$ cat src/hw/gscr_pkg.sv
// Package of offsets, field positions and reset values for the status and command registers
`default_nettype none

package gscr_pkg;

  // ****************************************
  // Register indices at the data port
  // ****************************************
  localparam logic [7:0] ENGINE_VIDEO_STATUS_IDX   = 8'h16;
  localparam logic [7:0] GRAPHICS_COMMAND_ONE_IDX  = 8'h17;
  localparam logic [7:0] MISC_BUS_CONTROL_IDX      = 8'h15;
  localparam logic [7:0] GRAPHICS_COMMAND_TWO_IDX  = 8'h18;
  localparam logic [7:0] INDEX_RESET               = 8'h00;

  // ****************************************
  // Status field positions
  // ****************************************
  localparam int ST_ENGINE_SRC_BIT  = 7;
  localparam int ST_WIN1_SRC_BIT    = 6;
  localparam int ST_WIN2_SRC_BIT    = 5;
  localparam int ST_QUEUE_NE_BIT    = 4;
  localparam int ST_BUSY_BIT        = 3;
  localparam int ST_FREE_LSB        = 0;
  localparam int QUEUE_DEPTH        = 8;

  // ****************************************
  // Command field positions and reset
  // ****************************************
  localparam int CMD_BLOCK_MEM_BIT   = 7;
  localparam int CMD_BURST_BIT       = 5;
  localparam int CMD_SWAP_BIT        = 4;
  localparam int CMD_ZSEL_LSB        = 2;
  localparam int CMD_APERTURE_BIT    = 1;
  localparam int CMD_LAT_OFF_BIT     = 0;
  localparam logic [7:0] CMD_RESET   = 8'h00;
  localparam logic [7:0] CMD_WR_MASK = 8'hBF;

  localparam logic [1:0] ZSEL_ALL  = 2'h0;
  localparam logic [1:0] ZSEL_LOW  = 2'h1;
  localparam logic [1:0] ZSEL_HIGH = 2'h2;

  localparam int MISC_BURST_READ_BIT = 7;

endpackage

`default_nettype wire

$ cat src/hw/gscr_regs.sv
// Engine/video status register and graphics command register one with their control effects
`default_nettype none

// Contract
// - Status bit 7 reads 0 while the frame uses the engine source start address, else 1.
// - Status bits 6 and 5 read 0 while the frame uses window one or two source address, else 1.
// - Status bit 4 reads 0 when the engine queue is empty and 1 when it holds any entry.
// - Status bit 3 reads 1 while the drawing engine is busy and 0 when idle.
// - Status bits 2:0 give free 32-bit queue entries minus one for one to seven free entries.
// - Free code 111 means empty when bit 4 is 0 and full when bit 4 is 1.
// - With the block bit set, host memory accesses are held off while the engine is busy.
// - Command bit 5 enables burst reads and writes.
// - Command bit 4 selects byte reversal at 0 and halfword exchange at 1.
// - Command bits 3:2 select all 32, low 16 or high 16 depth-buffer bits for 00, 01, 10.
// - Depth-buffer select code 11 behaves as the normal all-32-bit setting.
// - Command bit 1 at 0 refuses mapped register access; at 1 it selects the mapped aperture.
// - Command bit 0 at 1 stops the latency timer counting.
// - The command register resets to 00h.
// - The separate burst-read enable only acts while command bit 5 is set.
module gscr_regs (
  input  wire logic        i_mclk,
  input  wire logic        i_rst,
  input  wire logic        i_index_wr,
  input  wire logic [7:0]  i_index_wdata,
  input  wire logic        i_data_wr,
  input  wire logic        i_data_rd,
  input  wire logic [7:0]  i_data_wdata,
  input  wire logic        i_engine_src_used,
  input  wire logic        i_win1_src_used,
  input  wire logic        i_win2_src_used,
  input  wire logic        i_engine_busy,
  input  wire logic [3:0]  i_queue_used,
  input  wire logic        i_burst_read_allow,
  input  wire logic        i_linear_memory_enable,
  input  wire logic        i_mem_req,
  input  wire logic        i_mmio_req,
  input  wire logic [31:0] i_swap_data,
  input  wire logic [31:0] i_depth_data,
  output logic [7:0]       o_data_rdata,
  output logic             o_data_rvalid,
  output logic             o_mem_hold,
  output logic             o_mmio_refuse,
  output logic             o_burst_write_en,
  output logic             o_burst_read_en,
  output logic             o_latency_count_en,
  output logic [31:0]      o_swap_data,
  output logic [31:0]      o_depth_data
);

  // ****************************************
  // Local constants
  // ****************************************
  localparam logic [3:0] DEPTH       = 4'(gscr_pkg::QUEUE_DEPTH);
  localparam logic       BURST_RESET = gscr_pkg::CMD_RESET[gscr_pkg::CMD_BURST_BIT];
  localparam logic       LAT_RESET   = !gscr_pkg::CMD_RESET[gscr_pkg::CMD_LAT_OFF_BIT];

  // ****************************************
  // Decoding functions
  // ****************************************
  // Index compare, shared by the write and read paths
  function automatic logic idx_match(input logic [7:0] idx, input logic [7:0] target);
    idx_match = (idx == target);
  endfunction

  // Occupied count to free code; empty and full both code 111
  function automatic logic [2:0] free_code_of(input logic [3:0] used);
    logic [3:0] free_cnt;
    free_cnt = DEPTH - used;
    if ((free_cnt == 4'h0) || (free_cnt >= DEPTH)) begin
      free_code_of = 3'h7;
    end else begin
      free_code_of = 3'(free_cnt - 4'h1);
    end
  endfunction

  // High word is moved down into bits 15:0
  function automatic logic [31:0] depth_pick(input logic [1:0] sel, input logic [31:0] word);
    if (sel == gscr_pkg::ZSEL_LOW) begin
      depth_pick = {16'h0000, word[15:0]};
    end else if (sel == gscr_pkg::ZSEL_HIGH) begin
      depth_pick = {16'h0000, word[31:16]};
    end else begin
      depth_pick = word;
    end
  endfunction

  // ****************************************
  // Index register
  // ****************************************
  logic [7:0] index_q;
  logic [7:0] index_d;

  // An index write and a data access in one cycle use the old index
  assign index_d = i_index_wr ? i_index_wdata : index_q;

  always_ff @(posedge i_mclk or posedge i_rst) begin
    if (i_rst) begin
      index_q <= gscr_pkg::INDEX_RESET;
    end else begin
      index_q <= index_d;
    end
  end

  // ****************************************
  // Register selection
  // ****************************************
  wire hit_cmd    = idx_match(index_q, gscr_pkg::GRAPHICS_COMMAND_ONE_IDX);
  wire hit_status = idx_match(index_q, gscr_pkg::ENGINE_VIDEO_STATUS_IDX);
  wire cmd_wr     = i_data_wr && hit_cmd;

  // ****************************************
  // Command register
  // ****************************************
  logic [7:0] cmd_q;
  logic [7:0] cmd_d;

  // Bit 6 is reserved and reads 0; the status index is never written
  assign cmd_d = cmd_wr ? (i_data_wdata & gscr_pkg::CMD_WR_MASK) : cmd_q;

  always_ff @(posedge i_mclk or posedge i_rst) begin
    if (i_rst) begin
      cmd_q <= gscr_pkg::CMD_RESET;
    end else begin
      cmd_q <= cmd_d;
    end
  end

  // ****************************************
  // Command fields
  // ****************************************
  wire       block_mem;
  wire       burst_en;
  wire       swap_word;
  wire [1:0] zsel;
  wire       aperture;
  wire       lat_off;

  assign block_mem = cmd_q[gscr_pkg::CMD_BLOCK_MEM_BIT];
  assign burst_en  = cmd_q[gscr_pkg::CMD_BURST_BIT];
  assign swap_word = cmd_q[gscr_pkg::CMD_SWAP_BIT];
  assign zsel      = cmd_q[gscr_pkg::CMD_ZSEL_LSB +: 2];
  assign aperture  = cmd_q[gscr_pkg::CMD_APERTURE_BIT];
  assign lat_off   = cmd_q[gscr_pkg::CMD_LAT_OFF_BIT];

  // ****************************************
  // Status fields
  // ****************************************
  wire       st_engine_src;
  wire       st_win1_src;
  wire       st_win2_src;
  wire       st_queue_ne;
  wire       st_busy;
  wire [2:0] st_free;
  wire [7:0] status;

  // Source flags read 0 while that start address is in use
  assign st_engine_src = ~i_engine_src_used;
  assign st_win1_src   = ~i_win1_src_used;
  assign st_win2_src   = ~i_win2_src_used;
  assign st_queue_ne   = (i_queue_used != 4'h0);
  assign st_busy       = i_engine_busy;
  assign st_free       = free_code_of(i_queue_used);

  assign status[gscr_pkg::ST_ENGINE_SRC_BIT] = st_engine_src;
  assign status[gscr_pkg::ST_WIN1_SRC_BIT]   = st_win1_src;
  assign status[gscr_pkg::ST_WIN2_SRC_BIT]   = st_win2_src;
  assign status[gscr_pkg::ST_QUEUE_NE_BIT]   = st_queue_ne;
  assign status[gscr_pkg::ST_BUSY_BIT]       = st_busy;
  assign status[gscr_pkg::ST_FREE_LSB +: 3]  = st_free;

  // ****************************************
  // Read selection
  // ****************************************
  wire [7:0] rd_mux;
  wire [7:0] rdata_d;

  // Unmapped indices read as zero
  assign rd_mux  = hit_status ? status : (hit_cmd ? cmd_q : 8'h00);
  // Read data holds until the next read
  assign rdata_d = i_data_rd ? rd_mux : o_data_rdata;

  // ****************************************
  // Control effects
  // ****************************************
  wire hold_d;
  wire mmio_ok;
  wire refuse_d;
  wire burst_write_d;
  wire burst_read_d;
  wire lat_en_d;

  assign hold_d        = i_mem_req && block_mem && i_engine_busy;
  // Mapped registers need the aperture bit and linear mode together
  assign mmio_ok       = aperture && i_linear_memory_enable;
  assign refuse_d      = i_mmio_req && !mmio_ok;
  assign burst_write_d = burst_en;
  assign burst_read_d  = burst_en && i_burst_read_allow;
  assign lat_en_d      = !lat_off;

  // ****************************************
  // Data transforms
  // ****************************************
  wire [31:0] byte_rev;
  wire [31:0] half_swap;
  wire [31:0] swapped;
  wire [31:0] depth_sel;

  // Byte order reversed across the word
  for (genvar b = 0; b < 4; b = b + 1) begin : g_byte_rev
    assign byte_rev[8*b +: 8] = i_swap_data[8*(3-b) +: 8];
  end

  // Upper and lower halves exchanged
  for (genvar h = 0; h < 2; h = h + 1) begin : g_half_swap
    assign half_swap[16*h +: 16] = i_swap_data[16*(1-h) +: 16];
  end

  assign swapped   = swap_word ? half_swap : byte_rev;
  assign depth_sel = depth_pick(zsel, i_depth_data);

  // ****************************************
  // Read answer
  // ****************************************
  always_ff @(posedge i_mclk or posedge i_rst) begin
    if (i_rst) begin
      o_data_rdata <= 8'h00;
    end else begin
      o_data_rdata <= rdata_d;
    end
  end

  // Valid is a one-cycle pulse after each read
  always_ff @(posedge i_mclk or posedge i_rst) begin
    if (i_rst) begin
      o_data_rvalid <= 1'h0;
    end else begin
      o_data_rvalid <= i_data_rd;
    end
  end

  // ****************************************
  // Control outputs
  // ****************************************
  always_ff @(posedge i_mclk or posedge i_rst) begin
    if (i_rst) begin
      o_mem_hold <= 1'h0;
    end else begin
      o_mem_hold <= hold_d;
    end
  end

  always_ff @(posedge i_mclk or posedge i_rst) begin
    if (i_rst) begin
      o_mmio_refuse <= 1'h0;
    end else begin
      o_mmio_refuse <= refuse_d;
    end
  end

  always_ff @(posedge i_mclk or posedge i_rst) begin
    if (i_rst) begin
      o_burst_write_en <= BURST_RESET;
    end else begin
      o_burst_write_en <= burst_write_d;
    end
  end

  always_ff @(posedge i_mclk or posedge i_rst) begin
    if (i_rst) begin
      o_burst_read_en <= 1'h0;
    end else begin
      o_burst_read_en <= burst_read_d;
    end
  end

  always_ff @(posedge i_mclk or posedge i_rst) begin
    if (i_rst) begin
      o_latency_count_en <= LAT_RESET;
    end else begin
      o_latency_count_en <= lat_en_d;
    end
  end

  // ****************************************
  // Data outputs
  // ****************************************
  always_ff @(posedge i_mclk or posedge i_rst) begin
    if (i_rst) begin
      o_swap_data <= 32'h00000000;
    end else begin
      o_swap_data <= swapped;
    end
  end

  always_ff @(posedge i_mclk or posedge i_rst) begin
    if (i_rst) begin
      o_depth_data <= 32'h00000000;
    end else begin
      o_depth_data <= depth_sel;
    end
  end

endmodule

`default_nettype wire

$ cat config.mk
export PLATFORM = sky130hd
export DESIGN_NAME = gscr_regs
export DESIGN_NICKNAME = d
export VERILOG_FILES = /design/src/hw/gscr_pkg.sv /design/src/hw/gscr_regs.sv
export SDC_FILE = /design/constraint.sdc
export NUM_CORES = 1
export LEC_CHECK = 0
export ABC_AREA = 1
export BUFFER_PORTS_ARGS = -buffer_cell sky130_fd_sc_hd__buf_2
export CAP_MARGIN = 25
export CORE_MARGIN = 3
export CORE_UTILIZATION = 46
export CTS_CLUSTER_SIZE = 28
export DETAILED_ROUTE_END_ITERATION = 7
export PLACE_DENSITY_LB_ADDON = 0.05
export SETUP_SLACK_MARGIN = 0.4
export SLEW_MARGIN = 5
export SYNTH_ARGS = -nofsm -noshare
export SYNTH_HDL_FRONTEND = slang
export SYNTH_SLANG_ARGS = --single-unit
$ cat constraint.sdc
create_clock -name i_mclk -period 3.3 [get_ports i_mclk]
set_input_delay 0.165 -clock i_mclk [delete_from_list [all_inputs] [get_ports i_mclk]]
set_output_delay 0.165 -clock i_mclk [all_outputs]
set_load 0.02 [all_outputs]
### Word-level counts from Yosys, hierarchy flattened

Index checks and enable logic that the tools add are counted.

| word-level totals | value |
|---|---|
| flip-flop bits (word level) | 93 |
| input port bits | 97 |
| output and inout bits | 78 |

| operators by class | value |
|---|---|
| add/subtract/negate cells | 2 |
| order comparisons | 1 |
| equal/unequal tests | 4 |
| muxes and demuxes | 6 |
| bitwise operators | 3 |
| reduce and logical (&&, ||, !) cells | 11 |

Operators with widths:

| kind | count |
|---|---|
| two-way mux 32 bit | 3 |
| == test 8 x 5 -> 1 bit (second input constant) | 2 |
| two-way mux 8 bit | 2 |
| logical AND 1 bit | 6 |
| >= comparator 4 bit (second input constant) | 1 |
| logical NOT 4 bit | 1 |
| nonzero test 4 bit | 1 |
| subtractor 4 bit (first input constant) | 1 |
| two-way mux 3 bit | 1 |
| NOT 1 bit | 3 |
| subtractor 3 x 1 -> 3 bit (second input constant) | 1 |
| == test 2 x 1 -> 1 bit (second input constant) | 1 |
| == test 2 bit (second input constant) | 1 |
| logical NOT 1 bit | 2 |
| logical OR 1 bit | 1 |

### Longest topological paths before layout

Gate-level depths: netlist of run 1.

| depth | value |
|---|---|
| word-level depth | 5 |
| mapped depth | 8 |

### Least setup slack after synthesis of run 1

OpenSTA, ideal clock, no wires.

| path | value |
|---|---|
| kind | register -> register |
| start point | register index_q[5] |
| end point | register cmd_q[4] |
| arrival | 1.018 ns |
| required time | 3.177 ns |
| slack | 2.159 ns |
| cell stages (with the launch flop) | 8 |
| path buffers | 1 |
| clock period less this slack | 1.141 ns |
| path through | dfrtp_1 > inv_1 > nand2_1 > nor2_4 > nand2_4 > nor2_8 > buf_12 > o21ai_1 |

| between the ends | value |
|---|---|
| longest elaborated chain between the ends | 2 |

Ends and longest elaborated chain:

| item | RTL line | RTL |
|---|---|---|
| start: declaration | gscr_regs.sv:90 | `logic [7:0] index_q;` |
| start signal: assignment | gscr_regs.sv:98 | `index_q <= gscr_pkg::INDEX_RESET;` |
| start signal: assignment | gscr_regs.sv:100 | `index_q <= index_d;` |
| == test 8 x 5 -> 1 bit | gscr_regs.sv:62 | `idx_match = (idx == target);` |
| logical AND 1 bit | gscr_regs.sv:109 | `wire cmd_wr = i_data_wr && hit_cmd;` |
| end signal: assignment | gscr_regs.sv:122 | `cmd_q <= gscr_pkg::CMD_RESET;` |
| end signal: assignment | gscr_regs.sv:124 | `cmd_q <= cmd_d;` |
| end: declaration | gscr_regs.sv:114 | `logic [7:0] cmd_q;` |

Every way passes these cells.
A chain may end at the register's enable or synchronous reset.

### Worst setup path in the final report of run 1

| path | value |
|---|---|
| start point | register cmd_q[3] |
| end point | register o_depth_data[14] |

| between the ends | value |
|---|---|
| longest elaborated chain between the ends | 3 |
| elaborated cells between the ends (all ways) | 4 |

Ends and longest elaborated chain:

| item | RTL line | RTL |
|---|---|---|
| == test 2 bit | gscr_regs.sv:80 | `end else if (sel == gscr_pkg::ZSEL_HIGH) begin` |
| two-way mux 32 bit | gscr_regs.sv:80 |  |
| two-way mux 32 bit * | gscr_regs.sv:78 | `if (sel == gscr_pkg::ZSEL_LOW) begin` |
| net depth_sel[14] | gscr_regs.sv:206 | `wire [31:0] depth_sel;` |
| end signal: assignment | gscr_regs.sv:299 | `o_depth_data <= depth_sel;` |
| end: declaration | gscr_regs.sv:47 | `output logic [31:0] o_depth_data` |

The timed path passes the listed nets; every way through them passes the cells marked *.

==> results of run 1 <==
==> kinds of logic after synthesis <==
family / after synthesis / share of synthesized area (%)
AO/OA/AOI/OAI: 62 / 8.95
buffers and inverters: 66 / 7.64
flip-flops: 93 / 64.3
multiplexers: 3 / 0.933
AND/OR/NAND/NOR: 144 / 18.2
==> metal layers <==
metal / wire length (um) / vias to the layer above
met3: 795 / 13
met5: 0 / -
li1: - / 1491
met2: 3980 / 120
met4: 161 / 0
met1: 3440 / 1355
==> sequential cells by signal, indices dropped and copies added (netlist names) <==
| name | count |
|---|---|
| o_depth_data | 32 |
| o_swap_data | 32 |
| index_q | 8 |
| o_data_rdata | 8 |
| cmd_q | 7 |
| o_burst_read_en | 1 |
| o_burst_write_en | 1 |
| o_data_rvalid | 1 |
| o_latency_count_en | 1 |
| o_mem_hold | 1 |
| o_mmio_refuse | 1 |
==> cell usage after synthesis <==
master and number:
nand2_1 96, dfrtp_1 92, inv_1 47, o21ai_0 40
o21ai_1 18, nor3_1 16, nand3_1 14, clkbuf_1 7
nand2_2 7, buf_2 6, inv_2 3, mux2_2 3
nor2_1 3, o21ai_2 3, nor2_2 2, nor2_4 2
nor2_8 2, a21boi_0 1, buf_12 1, buf_4 1
clkbuf_2 1, dfstp_2 1, nand2_4 1, or2_2 1
==> cell usage in the layout, fill, tap and decap left out <==
cell           instances
inv_1                 46
o21ai_2                3
nand2_1               96
nor2_2                 2
nand2_2                7
bufinv_16              2
dfrtp_1               92
buf_2                173
nor2_1                 3
clkbuf_8              10
or2_2                  1
clkinvlp_4             1
nor2_4                 2
nand2_4                1
nor2_8                 2
buf_4                  3
o21ai_1               18
clkbuf_1               1
o21ai_0               40
nor3_1                16
mux2_2                 3
dfstp_2                1
dlygate4sd3_1          3
clkinv_2               2
nand3_1               14
a21boi_0               1
inv_2                  3
==> worst min-delay path by stage <==
stage / from / end / cells past startpoint
2_1_floorplan: i_data_rd / o_data_rvalid / 0
3_3_place_gp: i_rst / index_q[6] / 2
3_5_place_dp: i_rst / index_q[6] / 2
4_1_cts: i_index_wdata[7] / index_q[7] / 3
5_1_grt: i_data_wdata[0] / cmd_q[0] / 3
6_report: i_mem_req / o_mem_hold / 3
==> critical path: cells and delay by family, from the launching register on <==
kind	cells	cell delay [ns]
buffers and inverters	2	0.40
AOI/OAI and AO/OA	1	0.07
and+or+nand+nor	2	0.48
DFF	1	0.40
==> metrics by stage <==
stage | hold slack (ns) | worst slack, ns
global route | 0.00900 | 1.64
global placement | 0.303 | 1.86
floorplan | 0.196 | 0.716
finish | 0.0237 | 1.81
detailed placement | 0.303 | 1.81
CTS | 0.00661 | 1.79
==> layout make-up <==
cell class,count,area share (%)
Timing Repair Buffer,179,19.2
Inverter,50,3.94
Clock inverter,4,1.52
Clock buffer,11,2.95
Tap cell,99,2.59
Sequential cell,93,48.6
Multi-Input combinational cell,209,21.2
==> where the power goes <==
group          leakage, nW  internal [W]  switching, W
combinational         1.48      0.000240      0.000519
clock                0.105      0.000443      0.000372
sequential            1.14       0.00132     0.0000537
total                 2.72       0.00201      0.000944
==> repair_timing <==
item / 4_1_cts / 5_1_grt
endpoints found under the setup margin: 0 / 0
endpoints found under the hold margin: 42 / 0
hold buffers: 3 / 0
==> metrics.txt, run 1 <==
status finished, final reports clean; Mapped Area 0.00362 mm2; syn_nets 465; drt wl/cell 13.0 um; Final Cell Area 0.00479 mm2; Max clock buf depth 2; total wire length 8370 um; GRT Overall Usage 19.3%; TritonCTS clock tree built; Peak supply drop 282 uV; LEAKAGE 2.72 nW; placed cell areas 0.00455 mm2; CP required 3.51 ns; Port Buf Inserts 173; overall power 0.00295 W; gp weighted congestion 0.800; crit path capture o_depth_data[14]; row cnt 31; Worst path max stage delay 0.40 ns; worst flop-to-flop path startpoint cmd_q[3]; endpoints failing setup 0; Top Ports 175; Die ar. 0.00897 mm2; antenna diode count 0; pwr dens 616 mW/mm2; minimum clock period 1.49 ns; crit path DAT 1.70 ns; Final Util 64.3%; Critical Path Slowest Stage Cell dfrtp_1; Clock Latency Late Sink 0.34 ns; Die Span Y 94.7 um; grt met1 use 24.4%; via count 2979; layer with the highest usage met2; Fin. Hold Viols 0; Clock Skews 0.0132 ns; Seq/Total Area, Yosys 64.3%; vias in the first global route 2796; Area growth syn-to-layout 32.3%; r2r endpoint o_depth_data[14]; crit share post-route 45.2%; root buffer cell clkbuf_8; die width 94.7 um; clock buffer count from CTS 9; FMAX 671 MHz; Initial Util 48.6%; DR iter-0 viols 106; CP dominant cell by count inv_2; Reg area 0.00233 mm2; Cells after Synth 368; worst min path class in -> reg; fin cells 645; cell taking the most area after synthesis dfrtp_1; filler cell count 654; NumNets Final 639; initial antenna violation count 0; Post-CTS Resized 0; top cells by area, synth dfrtp_1, nand2_1, o21ai_0, inv_1, o21ai_1; Slew Viols, Final 0; first-pass GRT wire length 13200 um; maximum fanout along the worst path 32; Clock Sinks 93; slew margin rel. 41.9%; 1st-pass router iterations 4; maxcap violations 0; fraction of layout cells with a size suffix above 1 39.6%; Clock Pin Slew Worst Setup and Hold Paths 0.09 ns; H-tree levels 3; warnings from Yosys 0; DPL Wire Length 6280 um; # placed instances 627; crit path cell chain inv_2 -> nor2_4 -> inv_2 -> nand2_1 -> o21ai_1; pin count of the biggest net entering global routing 43; Seq cells post-synth 93; RSZ-0062 raised after global routing false; DRC 0; syn_area_per_cell 9.84 um2; WS Path Type reg -> reg; Yosys cell types 24; Reg2Reg Depth 5; Antenna Violating Nets Remaining 0; met3 Use GR 6.45%; crit path from cmd_q[3]; Via density 4.62; footprint of the multi-input gates 0.00102 mm2; total negative slack 0 ns; Post-CTS Setup Bufs 0; Reg2Reg Setup Slack 1.81 ns; post-synth top area share 63.6%; worst slew pin tran 0.870 ns; core area 0.00745 mm2; CP Launch Type flop; met2 Use GR 30.5%; Worst Setup End Kind flop; total grt overflow 0
(Power assumes the default switching activity.)
==> inputs of run 2 (changes only) <==
- ABC_AREA: 1 -> 0
- CORE_UTILIZATION: 46 -> 45
- clock period: 3.3 -> 1.4 ns (I/O delays scaled with it)
==> metrics.txt, run 2 <==
cell taking the most area after synthesis dfrtp_1; maxcap violations 0; worst slew pin tran 0.493 ns; Area growth syn-to-layout 71.6%; pwr dens 1070 mW/mm2; CP Launch Type flop; Clock Latency Late Sink 0.34 ns; FMAX 562 MHz; DPL Wire Length 5720 um; via count 2874; die width 93.9 um; Top Ports 175; Final Worst Setup Slack -0.378 ns; clock power share 29.4%; Yosys cell types 23; endpoints failing setup 15; total wire length 9890 um; hold path start i_win1_src_used; failing checks negative setup slack; number of synthesized flops with an enable pin 0; crit path DAT 2.01 ns; minimum clock period 1.78 ns; commonest non-fill, non-tap cells in the layout buf_2, dfrtp_1, dlygate4sd3_1; pre-CTS setup slack -0.323 ns; Seq cells post-synth 93; Port Buf Inserts 173; maximum fanout along the worst path 7; internal power 0.00471 W; DRC 0; r2r endpoint cmd_q[0]; Antenna Violating Nets Remaining 0; Fin. Hold Viols 0; 1st-pass router iterations 4; Max clock buf depth 2; Slew Viols, Final 0; most common cell after layout, fill and taps aside buf_2; Die ar. 0.00881 mm2; H-tree levels 3; Hold Path Stages 3; Mapped Area 0.00347 mm2; switching power 0.00164 W; fin cells 608; # placed instances 496; LEAKAGE 2.97 nW; biggest regs o_depth_data x32, o_swap_data x32; total grt overflow 0; post-synth top area share 66.3%; root buffer cell clkbuf_8; sw frac 25.8%; Clock Pin Slew Worst Setup and Hold Paths 0.09 ns; status finished, violations left; syn_area_per_cell 15.2 um2; asr flop ratio synth 100%; filler cell count 454; NumNets Final 601; pin count of the biggest net entering global routing 94; slew margin rel. 67.1%; top cells by area, synth dfrtp_1, mux2_2, and2_1, a31o_2, nor2b_1; Cells after Synth 228; hold worst-path end o_data_rdata[6]; RSZ-0062 raised after global routing true; Top FF cell, synth dfrtp_1; CP required 1.63 ns; fraction of layout cells with a size suffix above 1 58.5%; WS Path Type reg -> reg; Seq/Total Area, Yosys 67.0%; warnings from Yosys 0; Clock Sinks 93; Clock Skews 0.00787 ns; Peak supply drop 704 uV; GRT Overall Usage 22.8%; clock buffer count from CTS 9; Reg2Reg Setup Slack -0.38 ns; Die Span Y 93.9 um; total negative slack -4.26 ns; crit share post-route 127%; most common cell in the netlist dfrtp_1; Flop pwr share 47.1%; first-pass GRT wire length 15300 um; Post-synth top cells dfrtp_1, mux2_2, and2_1; row cnt 31; Final Util 80.9%; placed cell areas 0.00452 mm2; syn_nets 325; worst flop-to-flop path startpoint index_q[5]; gp weighted congestion 0.776; worst min path class in -> reg; core area 0.00737 mm2; vias in the first global route 3107; initial antenna violation count 0; Worst Setup End Kind flop; drt wl/cell 16.3 um; Final Cell Area 0.00596 mm2; Comb power frac 23.5%; Initial Util 47.1%; Reg2Reg Depth 4; Via density 4.73; TritonCTS clock tree built; DR iter-0 viols 74
run 2: changes by cell type after synthesis, sizes merged, moves of 14 or more:
cell / delta
and2: +17
inv: -47
mux2: +60
nand2: -97
nand3: -14
nor3: -14
o21ai: -56
run 2: cells by family after synthesis:
group	Yosys count	synth area share [%]
multiplexers	64	20.7
AND/OR/NAND/NOR	41	7.42
buffers and inverters	14	1.51
XOR/XNOR	1	0.252
AO/OA/AOI/OAI	15	3.10
flip-flops	93	67.0
run 2: how the worst max path moves through the flow:
stage,startpoint,end,cells past startpoint
3_3_place_gp,index_q[5],cmd_q[4],4
3_5_place_dp,index_q[5],cmd_q[3],4
4_1_cts,index_q[5],cmd_q[0],4
5_1_grt,index_q[5],cmd_q[5],4
2_1_floorplan,index_q[5],o_data_rdata[0],3
6_report,index_q[5],cmd_q[0],4
run 2: critical path: stages, from the launching register on:
cell	delay [ns]
dfrtp_1	0.40
or4b_4	0.57
nor4_4	0.18
buf_6	0.18
mux2_2	0.33
run 2: through the flow:
step	power (W)	hold slack, ns
final	0.00635	0.0652
after detailed placement	0.00410	0.249
after global placement	0.00407	0.248
after CTS	0.00638	0.0376
after global routing	0.00666	0.0698
after floorplan	0.00371	0.101
run 2: layout make-up:
class / count / area, um2 / area share, %
flip-flops and latches: 93 / 2330 / 39.1
repair buffers: 276 / 2040 / 34.2
multi-input cells: 121 / 1250 / 20.9
clock buffers: 11 / 131 / 2.20
well taps: 99 / 124 / 2.08
clock inverters: 4 / 73.8 / 1.24
inverters: 3 / 15.0 / 0.252
diodes: 1 / 2.50 / 0.0420
run 2: repair_timing:
item / CTS / global route
hold endpoints to repair: 175 / 0
buffers inserted: 5 / 1
cloned: 4 / 0
setup endpoints to repair: 80 / 88
resized for setup: 48 / 20
hold buffers: 86 / 0
pin swaps: 6 / 11
run 2: layer usage:
metal	part of all wire [%]	vias to the layer above	wire [um]	global-route usage, %
met5	0	-	0	0
met4	2.3	0	224	9.63
met2	53	117	5220	39.7
met1	39	1408	3810	26.9
met3	6.4	20	637	5.29
li1	-	1329	-	-
run 2: power groups by stage:
| stage | combinational, W | clock (W) | sequential, W |
|---|---|---|---|
| after CTS | 0.00148 | 0.00192 | 0.00298 |
| after floorplan | 0.000430 | 0 | 0.00328 |
| after global placement | 0.00104 | 0 | 0.00303 |
| after global routing | 0.00159 | 0.00205 | 0.00301 |
| final | 0.00149 | 0.00187 | 0.00299 |
| after detailed placement | 0.00106 | 0 | 0.00304 |
